===== config.mk =====
export PLATFORM = sky130hd
export DESIGN_NAME = stc_scan_tap
export DESIGN_NICKNAME = d
export VERILOG_FILES = /design/src/inc/stc_pkg.sv /design/src/rtl/stc_scan_tap.sv /design/src/rtl/stc_skid2.sv
export SDC_FILE = /design/constraint.sdc
export NUM_CORES = 1
export LEC_CHECK = 0
export BUFFER_PORTS_ARGS = -buffer_cell sky130_fd_sc_hd__buf_2
export CAP_MARGIN = 10
export CELL_PAD_IN_SITES_DETAIL_PLACEMENT = 0
export CELL_PAD_IN_SITES_GLOBAL_PLACEMENT = 2
export CORE_ASPECT_RATIO = 1.75
export CORE_UTILIZATION = 39
export CTS_CLUSTER_SIZE = 20
export DETAILED_ROUTE_END_ITERATION = 16
export PLACE_DENSITY = 0.94
export SLEW_MARGIN = 40
export SYNTH_ARGS = -nofsm -noshare
export SYNTH_HDL_FRONTEND = slang
export SYNTH_HIERARCHICAL = 1
export SYNTH_SLANG_ARGS = --single-unit

===== constraint.sdc =====
create_clock -name sys_clk_i -period 5.66 [get_ports sys_clk_i]
set_input_delay 1.415 -clock sys_clk_i [delete_from_list [all_inputs] [get_ports sys_clk_i]]
set_output_delay 1.415 -clock sys_clk_i [all_outputs]
set_load 0.005 [all_outputs]

===== src/inc/stc_pkg.sv =====
// Purpose: shared constants and types for the scan tap signature/count block
// Assumes: tap pins are sampled by the system clock, never used as a clock
// Notes:   opcodes other than capture and bypass are free choices here
`default_nettype none

package stc_pkg;

    // widths
    localparam int unsigned IR_W   = 8;
    localparam int unsigned SIG_W  = 20;
    localparam int unsigned BSR_W  = 40;
    localparam int unsigned TCR_W  = 3;
    localparam int unsigned SYN_W  = 45;

    // bit positions inside the sampled pin vector
    localparam int unsigned POS_A    = 0;
    localparam int unsigned POS_B    = 20;
    localparam int unsigned POS_B_TO_A_OUTPUT_ENABLE = 40;
    localparam int unsigned POS_A_TO_B_OUTPUT_ENABLE = 41;
    localparam int unsigned POS_TDI  = 42;
    localparam int unsigned POS_TMS  = 43;
    localparam int unsigned POS_TCK  = 44;

    // instruction codes; run, read and control values are arbitrary
    localparam logic [IR_W-1:0] IR_CAPTURE  = 8'h81;
    localparam logic [IR_W-1:0] IR_BYPASS   = 8'hff;
    localparam logic [IR_W-1:0] IR_RUN_TEST = 8'h09;
    localparam logic [IR_W-1:0] IR_BND_READ = 8'h07;
    localparam logic [IR_W-1:0] IR_TCR_SCAN = 8'h11;

    // test control codes and signature feedback taps
    localparam logic [TCR_W-1:0] TCR_SIG_COUNT = 3'h7;
    localparam logic [SIG_W-1:0] SIG_TAPS      = 20'h00009;

    // values after reset
    localparam logic [SYN_W-1:0] SYN_RST = 45'h0;
    localparam logic [BSR_W-1:0] BSR_RST = 40'h0;
    localparam logic [TCR_W-1:0] TCR_RST = 3'h0;

    typedef enum logic [3:0] {
        TAP_RESET, TAP_IDLE,
        TAP_SEL_DR, TAP_CAP_DR, TAP_SH_DR, TAP_EX1_DR,
        TAP_PAUSE_DR, TAP_EX2_DR, TAP_UPD_DR,
        TAP_SEL_IR, TAP_CAP_IR, TAP_SH_IR, TAP_EX1_IR,
        TAP_PAUSE_IR, TAP_EX2_IR, TAP_UPD_IR
    } stc_tap_e;

    // tap state walk for one rising test clock
    function automatic stc_tap_e stc_tap_next(input stc_tap_e s,
                                              input logic tms);
        stc_tap_e n;
        n = s;
        unique case (s)
            TAP_RESET:    n = tms ? TAP_RESET  : TAP_IDLE;
            TAP_IDLE:     n = tms ? TAP_SEL_DR : TAP_IDLE;
            TAP_SEL_DR:   n = tms ? TAP_SEL_IR : TAP_CAP_DR;
            TAP_CAP_DR:   n = tms ? TAP_EX1_DR : TAP_SH_DR;
            TAP_SH_DR:    n = tms ? TAP_EX1_DR : TAP_SH_DR;
            TAP_EX1_DR:   n = tms ? TAP_UPD_DR : TAP_PAUSE_DR;
            TAP_PAUSE_DR: n = tms ? TAP_EX2_DR : TAP_PAUSE_DR;
            TAP_EX2_DR:   n = tms ? TAP_UPD_DR : TAP_SH_DR;
            TAP_UPD_DR:   n = tms ? TAP_SEL_DR : TAP_IDLE;
            TAP_SEL_IR:   n = tms ? TAP_RESET  : TAP_CAP_IR;
            TAP_CAP_IR:   n = tms ? TAP_EX1_IR : TAP_SH_IR;
            TAP_SH_IR:    n = tms ? TAP_EX1_IR : TAP_SH_IR;
            TAP_EX1_IR:   n = tms ? TAP_UPD_IR : TAP_PAUSE_IR;
            TAP_PAUSE_IR: n = tms ? TAP_EX2_IR : TAP_PAUSE_IR;
            TAP_EX2_IR:   n = tms ? TAP_UPD_IR : TAP_SH_IR;
            TAP_UPD_IR:   n = tms ? TAP_SEL_DR : TAP_IDLE;
        endcase
        return n;
    endfunction

    // per-bit glitch filter: take a new level once two stages agree
    function automatic logic [SYN_W-1:0] stc_agree(
        input logic [SYN_W-1:0] s2, input logic [SYN_W-1:0] s3,
        input logic [SYN_W-1:0] q);
        return (s2 & ~(s2 ^ s3)) | (q & (s2 ^ s3));
    endfunction

endpackage

`default_nettype wire


===== src/rtl/stc_scan_tap.sv =====
// Purpose: test access port with 20-bit signature and count-up run mode
// Assumes: tck, tms, tdi and all pins are asynchronous to sys_clk_i
// Notes:   tck must be far slower than sys_clk_i; edges are found here
`default_nettype none

// What this block does
// - in signature/count run, fold input-side pins into a 20-bit signature.
// - output-side cells count up each rise unless the stream buffer is full; shadow and pins follow next fall.
// - output enables pick which side signs and which side counts.
// - tdi, tms and pins are sampled on the rising test clock.
// - tdo and output pins change only on the falling test clock.
// - leaving capture-ir loads 10000001 into the instruction shifter.
// - tdo enables on first fall in a shift state; one bit per rise.
// - last instruction bit enters on the shift-ir to exit1-ir rise.
// - tdo returns to high impedance on the fall in exit1.
// - update-ir fall loads the instruction; all ones means bypass.
// - under bypass, the bypass bit captures 0 leaving capture-dr.
// - bypass delays tdi to tdo by one stage.
// - update-dr fall moves shifted data into the parallel stage.
// - control code 111 selects signature/count mode.
// - run mode acts only under run-test instruction in run-test/idle.
// - run mode needs the two output enables to differ.
module stc_scan_tap
    import stc_pkg::*;
(
    // clock and reset
    input  wire  logic             sys_clk_i,
    input  wire  logic             sys_rst_i,
    // test access port
    input  wire  logic             tck_i,
    input  wire  logic             tms_i,
    input  wire  logic             tdi_i,
    output logic                   tdo_o,
    output logic                   tdo_oe_o,
    // direction controls, active low
    input  wire  logic             a_to_b_output_enable_n_i,
    input  wire  logic             b_to_a_output_enable_n_i,
    // a and b side pins
    input  wire  logic [SIG_W-1:0] a_pin_i,
    output logic       [SIG_W-1:0] a_pin_o,
    output logic       [SIG_W-1:0] a_pin_oe_o,
    input  wire  logic [SIG_W-1:0] b_pin_i,
    output logic       [SIG_W-1:0] b_pin_o,
    output logic       [SIG_W-1:0] b_pin_oe_o,
    // signature stream
    output logic                   sig_valid_o,
    input  wire  logic             sig_ready_i,
    output logic       [SIG_W-1:0] sig_data_o
);

    // pin sampling
    logic [SYN_W-1:0] s1_r, s2_r, s3_r, flt_r, flt_nxt;
    logic             tck_rise, tck_fall, tms, tdi, dir_ab, one_dir;
    logic [SIG_W-1:0] pin_a, pin_b;

    assign flt_nxt  = stc_agree(s2_r, s3_r, flt_r);
    assign tck_rise = flt_nxt[POS_TCK] & ~flt_r[POS_TCK];
    assign tck_fall = ~flt_nxt[POS_TCK] & flt_r[POS_TCK];
    assign tms      = flt_r[POS_TMS];
    assign tdi      = flt_r[POS_TDI];
    assign pin_a    = flt_r[POS_A +: SIG_W];
    assign pin_b    = flt_r[POS_B +: SIG_W];
    assign one_dir  = flt_r[POS_A_TO_B_OUTPUT_ENABLE] ^ flt_r[POS_B_TO_A_OUTPUT_ENABLE];
    assign dir_ab   = ~flt_r[POS_A_TO_B_OUTPUT_ENABLE] & flt_r[POS_B_TO_A_OUTPUT_ENABLE];

    always_ff @(posedge sys_clk_i) begin
        if (sys_rst_i) begin
            s1_r  <= SYN_RST;
            s2_r  <= SYN_RST;
            s3_r  <= SYN_RST;
            flt_r <= SYN_RST;
        end else begin
            s1_r  <= {tck_i, tms_i, tdi_i, a_to_b_output_enable_n_i,
                      b_to_a_output_enable_n_i, b_pin_i, a_pin_i};
            s2_r  <= s1_r;
            s3_r  <= s2_r;
            flt_r <= flt_nxt;
        end
    end

    // tap state and registers
    stc_tap_e         state_r, state_nxt;
    logic [IR_W-1:0]  ir_sh_r, ir_sh_nxt, ir_r, ir_nxt;
    logic             byp_r, byp_nxt;
    logic [TCR_W-1:0] tcr_sh_r, tcr_sh_nxt, tcr_r, tcr_nxt;
    logic [BSR_W-1:0] bsr_sh_r, bsr_sh_nxt, bsr_shd_r, bsr_shd_nxt;
    logic             tdo_r, tdo_nxt, tdo_oe_r, tdo_oe_nxt;
    logic [BSR_W-1:0] pin_r, pin_nxt, pin_oe_r, pin_oe_nxt;
    logic             run_ok, step, buf_rdy, test_drive;
    logic [SIG_W-1:0] sig_in, sig_cur, sig_new, cnt_cur, cnt_new;

    // run mode gate: instruction, idle state, code and single direction
    assign run_ok = (ir_r == IR_RUN_TEST) && (state_r == TAP_IDLE)
                    && (tcr_r == TCR_SIG_COUNT) && one_dir;
    // a full stream buffer skips the step; the seed is never corrupted
    assign step   = tck_rise & run_ok & buf_rdy;
    assign test_drive = (ir_r == IR_RUN_TEST) && one_dir;

    // a->b flow: a side signs, b side counts; reversed otherwise
    assign sig_in  = dir_ab ? pin_a : pin_b;
    assign sig_cur = dir_ab ? bsr_sh_r[POS_A +: SIG_W]
                            : bsr_sh_r[POS_B +: SIG_W];
    assign cnt_cur = dir_ab ? bsr_sh_r[POS_B +: SIG_W]
                            : bsr_sh_r[POS_A +: SIG_W];
    assign sig_new = {sig_cur[SIG_W-2:0], ^(sig_cur & SIG_TAPS)}
                     ^ sig_in;
    assign cnt_new = cnt_cur + 20'h00001;

    always_comb begin
        state_nxt   = state_r;
        ir_sh_nxt   = ir_sh_r;
        ir_nxt      = ir_r;
        byp_nxt     = byp_r;
        tcr_sh_nxt  = tcr_sh_r;
        tcr_nxt     = tcr_r;
        bsr_sh_nxt  = bsr_sh_r;
        bsr_shd_nxt = bsr_shd_r;
        tdo_nxt     = tdo_r;
        tdo_oe_nxt  = tdo_oe_r;
        pin_nxt     = pin_r;
        pin_oe_nxt  = pin_oe_r;
        if (tck_rise) begin
            state_nxt = stc_tap_next(state_r, tms);
            unique case (state_r)
                TAP_CAP_IR: ir_sh_nxt = IR_CAPTURE;
                TAP_SH_IR:  ir_sh_nxt = {tdi, ir_sh_r[IR_W-1:1]};
                TAP_CAP_DR: byp_nxt   = 1'b0;
                TAP_SH_DR: begin
                    byp_nxt = tdi;
                    if (ir_r == IR_BND_READ) begin
                        bsr_sh_nxt = {tdi, bsr_sh_r[BSR_W-1:1]};
                    end else if (ir_r == IR_TCR_SCAN) begin
                        tcr_sh_nxt = {tdi, tcr_sh_r[TCR_W-1:1]};
                    end
                end
                default: ;
            endcase
            if (step) begin
                if (dir_ab) begin
                    bsr_sh_nxt = {cnt_new, sig_new};
                end else begin
                    bsr_sh_nxt = {sig_new, cnt_new};
                end
            end
        end
        if (tck_fall) begin
            // tdo is live only through shift; exit1 turns it off
            tdo_oe_nxt = (state_r == TAP_SH_IR) || (state_r == TAP_SH_DR);
            if (state_r == TAP_SH_IR) begin
                tdo_nxt = ir_sh_r[0];
            end else if (state_r == TAP_SH_DR) begin
                if (ir_r == IR_BND_READ) begin
                    tdo_nxt = bsr_sh_r[0];
                end else if (ir_r == IR_TCR_SCAN) begin
                    tdo_nxt = tcr_sh_r[0];
                end else begin
                    tdo_nxt = byp_r;
                end
            end
            if (state_r == TAP_UPD_IR) begin
                ir_nxt = ir_sh_r;
            end
            if (state_r == TAP_UPD_DR) begin
                if (ir_r == IR_BND_READ) begin
                    bsr_shd_nxt = bsr_sh_r;
                end else if (ir_r == IR_TCR_SCAN) begin
                    tcr_nxt = tcr_sh_r;
                end
            end
            if (run_ok) begin
                if (dir_ab) begin
                    bsr_shd_nxt[POS_B +: SIG_W] = bsr_sh_r[POS_B +: SIG_W];
                end else begin
                    bsr_shd_nxt[POS_A +: SIG_W] = bsr_sh_r[POS_A +: SIG_W];
                end
            end
            pin_nxt    = bsr_shd_nxt;
            pin_oe_nxt = {{SIG_W{test_drive & dir_ab}},
                          {SIG_W{test_drive & ~dir_ab}}};
        end
        if (state_r == TAP_RESET) begin
            ir_nxt = IR_BYPASS;
        end
    end

    always_ff @(posedge sys_clk_i) begin
        if (sys_rst_i) begin
            state_r   <= TAP_RESET;
            ir_sh_r   <= IR_CAPTURE;
            ir_r      <= IR_BYPASS;
            byp_r     <= 1'b0;
            tcr_sh_r  <= TCR_RST;
            tcr_r     <= TCR_RST;
            bsr_sh_r  <= BSR_RST;
            bsr_shd_r <= BSR_RST;
            tdo_r     <= 1'b0;
            tdo_oe_r  <= 1'b0;
            pin_r     <= BSR_RST;
            pin_oe_r  <= BSR_RST;
        end else begin
            state_r   <= state_nxt;
            ir_sh_r   <= ir_sh_nxt;
            ir_r      <= ir_nxt;
            byp_r     <= byp_nxt;
            tcr_sh_r  <= tcr_sh_nxt;
            tcr_r     <= tcr_nxt;
            bsr_sh_r  <= bsr_sh_nxt;
            bsr_shd_r <= bsr_shd_nxt;
            tdo_r     <= tdo_nxt;
            tdo_oe_r  <= tdo_oe_nxt;
            pin_r     <= pin_nxt;
            pin_oe_r  <= pin_oe_nxt;
        end
    end

    assign tdo_o      = tdo_r;
    assign tdo_oe_o   = tdo_oe_r;
    assign a_pin_o    = pin_r[POS_A +: SIG_W];
    assign b_pin_o    = pin_r[POS_B +: SIG_W];
    assign a_pin_oe_o = pin_oe_r[POS_A +: SIG_W];
    assign b_pin_oe_o = pin_oe_r[POS_B +: SIG_W];

    stc_skid2 #(.W(SIG_W)) u_sig_buf (
        .sys_clk_i   (sys_clk_i),
        .sys_rst_i   (sys_rst_i),
        .in_valid_i  (tck_rise & run_ok),
        .in_ready_o  (buf_rdy),
        .in_data_i   (sig_new),
        .out_valid_o (sig_valid_o),
        .out_ready_i (sig_ready_i),
        .out_data_o  (sig_data_o)
    );
endmodule // stc_scan_tap

`default_nettype wire


===== src/rtl/stc_skid2.sv =====
// Purpose: two-entry buffer with valid/ready on both sides
// Assumes: single clock, synchronous active-high reset
// Notes:   ready in is high only while a slot is free
`default_nettype none

module stc_skid2 #(
    parameter int unsigned W = 20
) (
    // clock and reset
    input  wire  logic         sys_clk_i,
    input  wire  logic         sys_rst_i,
    // fill side
    input  wire  logic         in_valid_i,
    output logic               in_ready_o,
    input  wire  logic [W-1:0] in_data_i,
    // drain side
    output logic               out_valid_o,
    input  wire  logic         out_ready_i,
    output logic [W-1:0]       out_data_o
);

    logic [W-1:0] e0_r, e0_nxt;
    logic [W-1:0] e1_r, e1_nxt;
    logic [1:0]   cnt_r, cnt_nxt;
    logic         push;
    logic         pop;

    assign in_ready_o  = (cnt_r != 2'h2);
    assign out_valid_o = (cnt_r != 2'h0);
    assign out_data_o  = e0_r;
    assign push        = in_valid_i & in_ready_o;
    assign pop         = out_valid_o & out_ready_i;

    always_comb begin
        e0_nxt  = e0_r;
        e1_nxt  = e1_r;
        cnt_nxt = cnt_r;
        if (push && !pop) begin
            if (cnt_r == 2'h0) begin
                e0_nxt = in_data_i;
            end else begin
                e1_nxt = in_data_i;
            end
            cnt_nxt = cnt_r + 2'h1;
        end else if (pop && !push) begin
            e0_nxt  = e1_r;
            cnt_nxt = cnt_r - 2'h1;
        end else if (pop && push) begin
            // one entry with a pop: the new word takes the head slot
            if (cnt_r == 2'h1) begin
                e0_nxt = in_data_i;
            end else begin
                e0_nxt = e1_r;
                e1_nxt = in_data_i;
            end
        end
    end

    always_ff @(posedge sys_clk_i) begin
        if (sys_rst_i) begin
            e0_r  <= '0;
            e1_r  <= '0;
            cnt_r <= 2'h0;
        end else begin
            e0_r  <= e0_nxt;
            e1_r  <= e1_nxt;
            cnt_r <= cnt_nxt;
        end
    end

endmodule // stc_skid2

`default_nettype wire


---- Word-level counts from Yosys, hierarchy flattened ----
Index checks and enable logic that the tools add are counted.
word-level totals
  memories ................................ 0
  logic and storage cells ................. 144
  bits in latches ......................... 0
  bits of input ports ..................... 48
  register bits ........................... 352
  RAM bits ................................ 0
  ROM bits ................................ 0
cells by class
  muxes and demuxes ....................... 43
  order comparisons ....................... 0
  shift operators ......................... 0
  $mul .................................... 0
  bitwise operators ....................... 20
  reductions and logical operators ........ 35
  divide/modulo/power cells ............... 0
  equality and inequality tests ........... 25
  $add $sub $neg .......................... 3
operators by type and width
  cell                   count
  $mux 20                14
  $mux 40                7
  $and 45x45->45         2
  $pmux 4 s12            1
  $not 45->45            1
  $or 45x45->45          1
  $xor 45x45->45         1
  $eq 4x4->1 const B     8
  $add 20x1->20 const B  1
  $reduce_xor 20->1      1
  $xor 20x20->20         1
  $mux 19                1
  $eq 4x3->1 const B     4
  $mux 4                 4
  $pmux 8 s2             1
  $reduce_bool 2->1      8
  $reduce_and 4->1       3
  $mux 2                 5
  $reduce_and 2->1       5
  $and 1x1->1            8
  $eq 4x2->1 const B     2
  $eq 8x3->1 const B     1
  $eq 8x4->1 const B     1
  $eq 8x5->1 const B     1
  21 further kinds       44

---- Logic depth before layout (Yosys ltp) ----
  word-level depth ........................ 11
  depth in mapped cells ................... 17
  gate-level depth less buffers ........... 11

---- Cells and area by module ----
The synthesis kept the hierarchy.
by module, submodules not included
  module        area each (µm²)  cells each  instances  sequential area each (µm²)
  stc_scan_tap  12,224.2         1,362       1          5,825.6
  stc_skid2     2,130.8          232         1          840.8

---- Worst setup path before layout ----
OpenSTA, ideal clock, no wires.
  path type ............................... flip-flop to flip-flop
  from .................................... register (tool-made name)
  to ...................................... register bsr_sh_r[26]
  stages on the path, launching flop included .. 17
  slack ................................... 2.166 ns
  clock period less this slack ............ 3.494 ns
  arrival time ............................ 3.360 ns
  path through ............................ dfxtp_1 > inv_1 > ha_1 > buf_2 > buf_2 > clkbuf_1 > buf_1 > buf_1 > mux2_2 > ha_1 > clkbuf_1 > nand4_1 > nand2_1 > clkbuf_1 > a221o_1 > a31oi_1 > o22ai_1
RTL lines
  what                  line                 source
  to (signal assigned)  stc_scan_tap.sv:207  bsr_sh_r <= bsr_sh_nxt;
  to (decl)             stc_scan_tap.sv:86   logic [BSR_W-1:0] bsr_sh_r, bsr_sh_nxt, bsr_shd_r, bsr_shd_nxt;

---- Final worst setup path ----
  from .................................... register ir_r[7]
  to ...................................... register u_sig_buf.e1_r[13]
on the way
  cells in the longest elaborated chain, start to end .. 10
  elaborated cells between the ends (all ways) .. 16
  classes of those cells .................. eq/ne: 4; mux: 1; bitwise: 2; reduce/logical: 9
RTL lines
  what                              line                 source
  from (decl)                       stc_scan_tap.sv:83   logic [IR_W-1:0] ir_sh_r, ir_sh_nxt, ir_r, ir_nxt;
  from (signal assigned)            stc_scan_tap.sv:203  ir_r <= ir_nxt;
  $eq 8x4->1 *                      stc_scan_tap.sv:93   assign run_ok = (ir_r == IR_RUN_TEST) && (state_r == TAP_IDLE)
  $logic_and 1x1->1 *               stc_scan_tap.sv:93
  $logic_and 1x1->1 * (2 in a row)  stc_scan_tap.sv:94   && (tcr_r == TCR_SIG_COUNT) && one_dir;
  $and 1x1->1 *                     stc_scan_tap.sv:226  .in_valid_i (tck_rise & run_ok),
  $and 1x1->1 *                     stc_skid2.sv:31      assign push = in_valid_i & in_ready_o;
  $logic_not 1->1                   stc_skid2.sv:45      end else if (pop && !push) begin
  $logic_and 1x1->1                 stc_skid2.sv:45
  $ne 2x1->1 (no line)              -
  $reduce_and 4->1 (no line)        -
  to (signal assigned)              stc_skid2.sv:66      e1_r <= e1_nxt;
  to (decl)                         stc_skid2.sv:23      logic [W-1:0] e1_r, e1_nxt;
Mark *: on every way between the ends. The rest lies on a longest branch, timed or not.
A chain may end at the register's enable or synchronous reset.

==> results.txt <==
- Startpoint kind of the worst setup timing path: register
- The number of global-route vias before repair is 10,800.
- Summed over all layers, the global routing overflow is 0.
- The die is 147 um wide.
* Worst-Margin Slew: 0.830 ns
* Ordered cell list for the critical path: nor4_1, nand3_1, nor3_1, nand2b_1, inv_1, ha_1, buf_4, or2b_1, a21oi_2, buf_4, mux2i_1
- Setup repair after global routing left no endpoint under its margin.
- Entering global routing, the biggest net connects 133 pins.
* Final Slew Violations: 0
* Max_cap viols: 0
- Share of layout cells above drive strength 1: 16.0%
* Min cycle time layout: 3.63 ns
- Post-detailed-route count of antenna-violating nets: 0
- H-tree depth: 1
- Number of distinct library cells after synthesis: 73
* GPL Wtd Cong: 0.953
- In this run, synthesis inferred 0 flip-flops with an integrated enable.
- Total CTS buffers: 30
- In the routed design, unresolved DRC markers number 0.
* Number of antenna violations at the first check in global routing: 0
* Main synth FF type: dfxtp_1
* Clock transition time at the flip-flop clock pins of the worst setup and hold paths: 0.07 ns
* Fraction of the cycle the final worst path needs: 64.1%
- The clock drives 333 sinks.
- For this block, the routed nets add up to 37.3 mm of wire.
- Synthesis inferred 333 register bits.
- DR pass1 iterations: 6
- Synthesis produced 1,594 cells.
* Worst-path fanout max: 23
* Max stage delay cell, worst path: nor4_1
- Worst rel slew slack: 44.7%
* Master cell of the clock root buffer: clkbuf_16
* Most used cell along the critical path: buf_4
- Share of the yosys chip area belonging to registers: 46.4%
- Counting the fill cells in the layout gives 3,645.
- # resized after CTS: 0
* Worst clock skew on the final layout: 0.0283 ns
- No sink is reached through more buffers than the 3 on the longest clock path.
- During placement, the flow inserted port buffers numbering 150.
* Total area of multi-input combinational cells: 6790 um^2
- Overall routing resource usage: 19.7%
* Syn-to-layout area delta: 12.4%
- Across the whole layout, storage elements account for 6670 um^2.
- Number of top-level design ports: 151
- In the routed layout, each cell is associated on average with a via count of 5.29.
- # placed instances: 2,062
- Status: complete, no violations
- Among cell families on the critical path, the largest total delay comes from simple AND/OR/NAND/NOR gates.
- Die H: 256 um
- Floorplan core area: 36,100 um^2
- Setup violations remaining at the end of the flow were counted as 0.
* Layout Nets: 1,681
* Antenna diodes: 0
- STA classifies the critical path endpoint as a register.
* Post-Layout Cell Count: 2,119
- In this design, the stage delay of the slowest critical-path cell is 0.60 ns.
- In the synthesized netlist the async set-or-reset flop fraction comes to 0%.
- The floorplan step defined a die boundary enclosing 37,600 um^2.
* Worst min-delay path class: register to register
- P per Cell Area: 297 nW/um^2
* Commonest cells after routing, fill and taps aside: 333 x dfxtp_1, 149 x buf_2, 140 x nor2b_1
* Total buffers and inverters traversed by the critical path: 3
* Most common library cell in the layout ignoring fill and taps: dfxtp_1
* Effective utilization at floorplan: 39.7%
- STA puts the critical path data arrival time at 4.11 ns.
- The hold violation count in the final report was 0.
- When the netlist entered floorplanning its net count stood at 1,650.
* Vias post-DR: 11,200
- After legalization and detailed placement, the total HPWL measured 27.1 mm.
- Type of the worst setup path: register to register
* CP required: 6.14 ns
- Summed over all cells, the static leakage comes to 5.93 nW.
- Timing would allow up to 276 MHz.
- DR iter-0 viols: 609
- Skew-Pair Late Insertion Delay: 0.58 ns
- Summed over all failing endpoints, the final setup total negative slack is 0 ns.
- The mapped netlist covers 14,400 um^2.
- TritonCTS built the clock tree.
* Avg Cell Area, Syn: 9.01 um^2
- Buffers inserted to repair hold after CTS numbered 0.
- Standard-cell row count: 92
- Yosys warning count: 6
- In the final routed layout, each cell accounts on average for 17.6 um.
- Total power for the finished layout comes to 4.80 mW.
- In this run the post-CTS setup repair buffer count came out at 0.
- The first global-routing pass estimated 58.3 mm of wire.
- VDD sags by at most 0.245 mV.
cells in the mapped netlist, types with 5 or more instances:
master    instances  area (um^2)
and2_1            5         31.3
mux2_2           18          203
buf_4            39          293
a21o_1            6         45.0
nor3b_1           8         60.1
o41ai_1           8         70.1
xor2_1           38          333
nand3_1          42          210
ha_1              8          100
buf_2            13         65.1
a211oi_1         17          128
xnor2_1          27          236
clkbuf_1        106          398
nand2_1         120          450
a21oi_1         113          566
a311oi_1         20          175
dfxtp_1         333         6670
o31ai_1           6         45.0
buf_1             7         26.3
nor2_1           75          282
nor3_1           35          175
nand3b_1         24          180
a22oi_1          12         90.1
nor2b_1         140          876
o211ai_1         11         82.6
nand4b_1          8         70.1
nand4_1          18          113
mux2i_1          74          741
o21ai_0         110          551
and3_1            5         31.3
and4_1            5         43.8
a31oi_1           9         56.3
nand2b_1         44          275
inv_1            20         75.1
where the power goes:
part / internal (mW) / switching [mW]
logic: 0.0821 / 0.0951
registers: 2.40 / 0.0219
clock network: 1.27 / 0.936
cells by family (layout without fill, tap and decap cells):
| group | after synthesis | in the layout | share of synthesized area [%] |
|---|---|---|---|
| compound gates | 354 | 354 | 15.2 |
| xor+xnor | 65 | 65 | 3.97 |
| fa+ha+maj | 8 | 8 | 0.697 |
| buf+inv | 192 | 247 | 6.43 |
| flops | 333 | 333 | 46.4 |
| mux | 92 | 92 | 6.57 |
| simple gates | 550 | 550 | 20.7 |
worst reg2reg max path, delay by kind of cell, from the launching register on:
| kind | cells | cell delay [ns] |
|---|---|---|
| AOI/OAI and AO/OA | 1 | 0.12 |
| and+or+nand+nor | 5 | 1.99 |
| adders and majority gates | 1 | 0.16 |
| muxes | 1 | 0.26 |
| DFF | 1 | 0.34 |
| buffers and inverters | 3 | 0.67 |
final timing paths:
path	startpoint	end	slack, ns	depth (start not counted)
worst max-delay path	ir_r[7]$_SDFFE_PP1P_	u_sig_buf/e1_r[13]$_SDFFE_PP0P_	2.03	11
worst min register to register	s1_r[6]$_SDFF_PP0_	s2_r[6]$_SDFF_PP0_	0.44	1
worst min-delay path	s1_r[6]$_SDFF_PP0_	s2_r[6]$_SDFF_PP0_	0.44	1
worst max register to register	ir_r[7]$_SDFFE_PP1P_	u_sig_buf/e1_r[13]$_SDFFE_PP0P_	2.03	11
cell type report:
class	count	share of cell area [%]
clock buffer	33	4.98
clock inverter	23	1.70
inverter	21	0.489
multi-input combinational	1069	42.1
sequential	333	41.3
tap	470	3.64
timing repair buffer	170	5.82
routing by layer:
layer  global-route usage [%]  up-vias  part of all wire (%)
met4                     12.7        0                   6.1
li1                         -     5554                     -
met5                        0        -                     0
met3                     2.51      101                   3.9
met1                     20.2     5273                    37
met2                     36.9      287                    53
through the flow:
step | hold WS, ns | util [%] | area [um^2] | setup slack, ns
after floorplan | 0.414 | - | 14400 | 2.17
after global placement | 0.416 | 41.5 | 15000 | 2.17
after detailed placement | 0.422 | 41.6 | 15000 | 2.08
after CTS | 0.438 | 44.6 | 16100 | 2.11
after global routing | 0.447 | 44.6 | 16100 | 1.78
final | 0.435 | 44.6 | 16100 | 2.03
No activity file was read; power rests on OpenSTA's default activity.
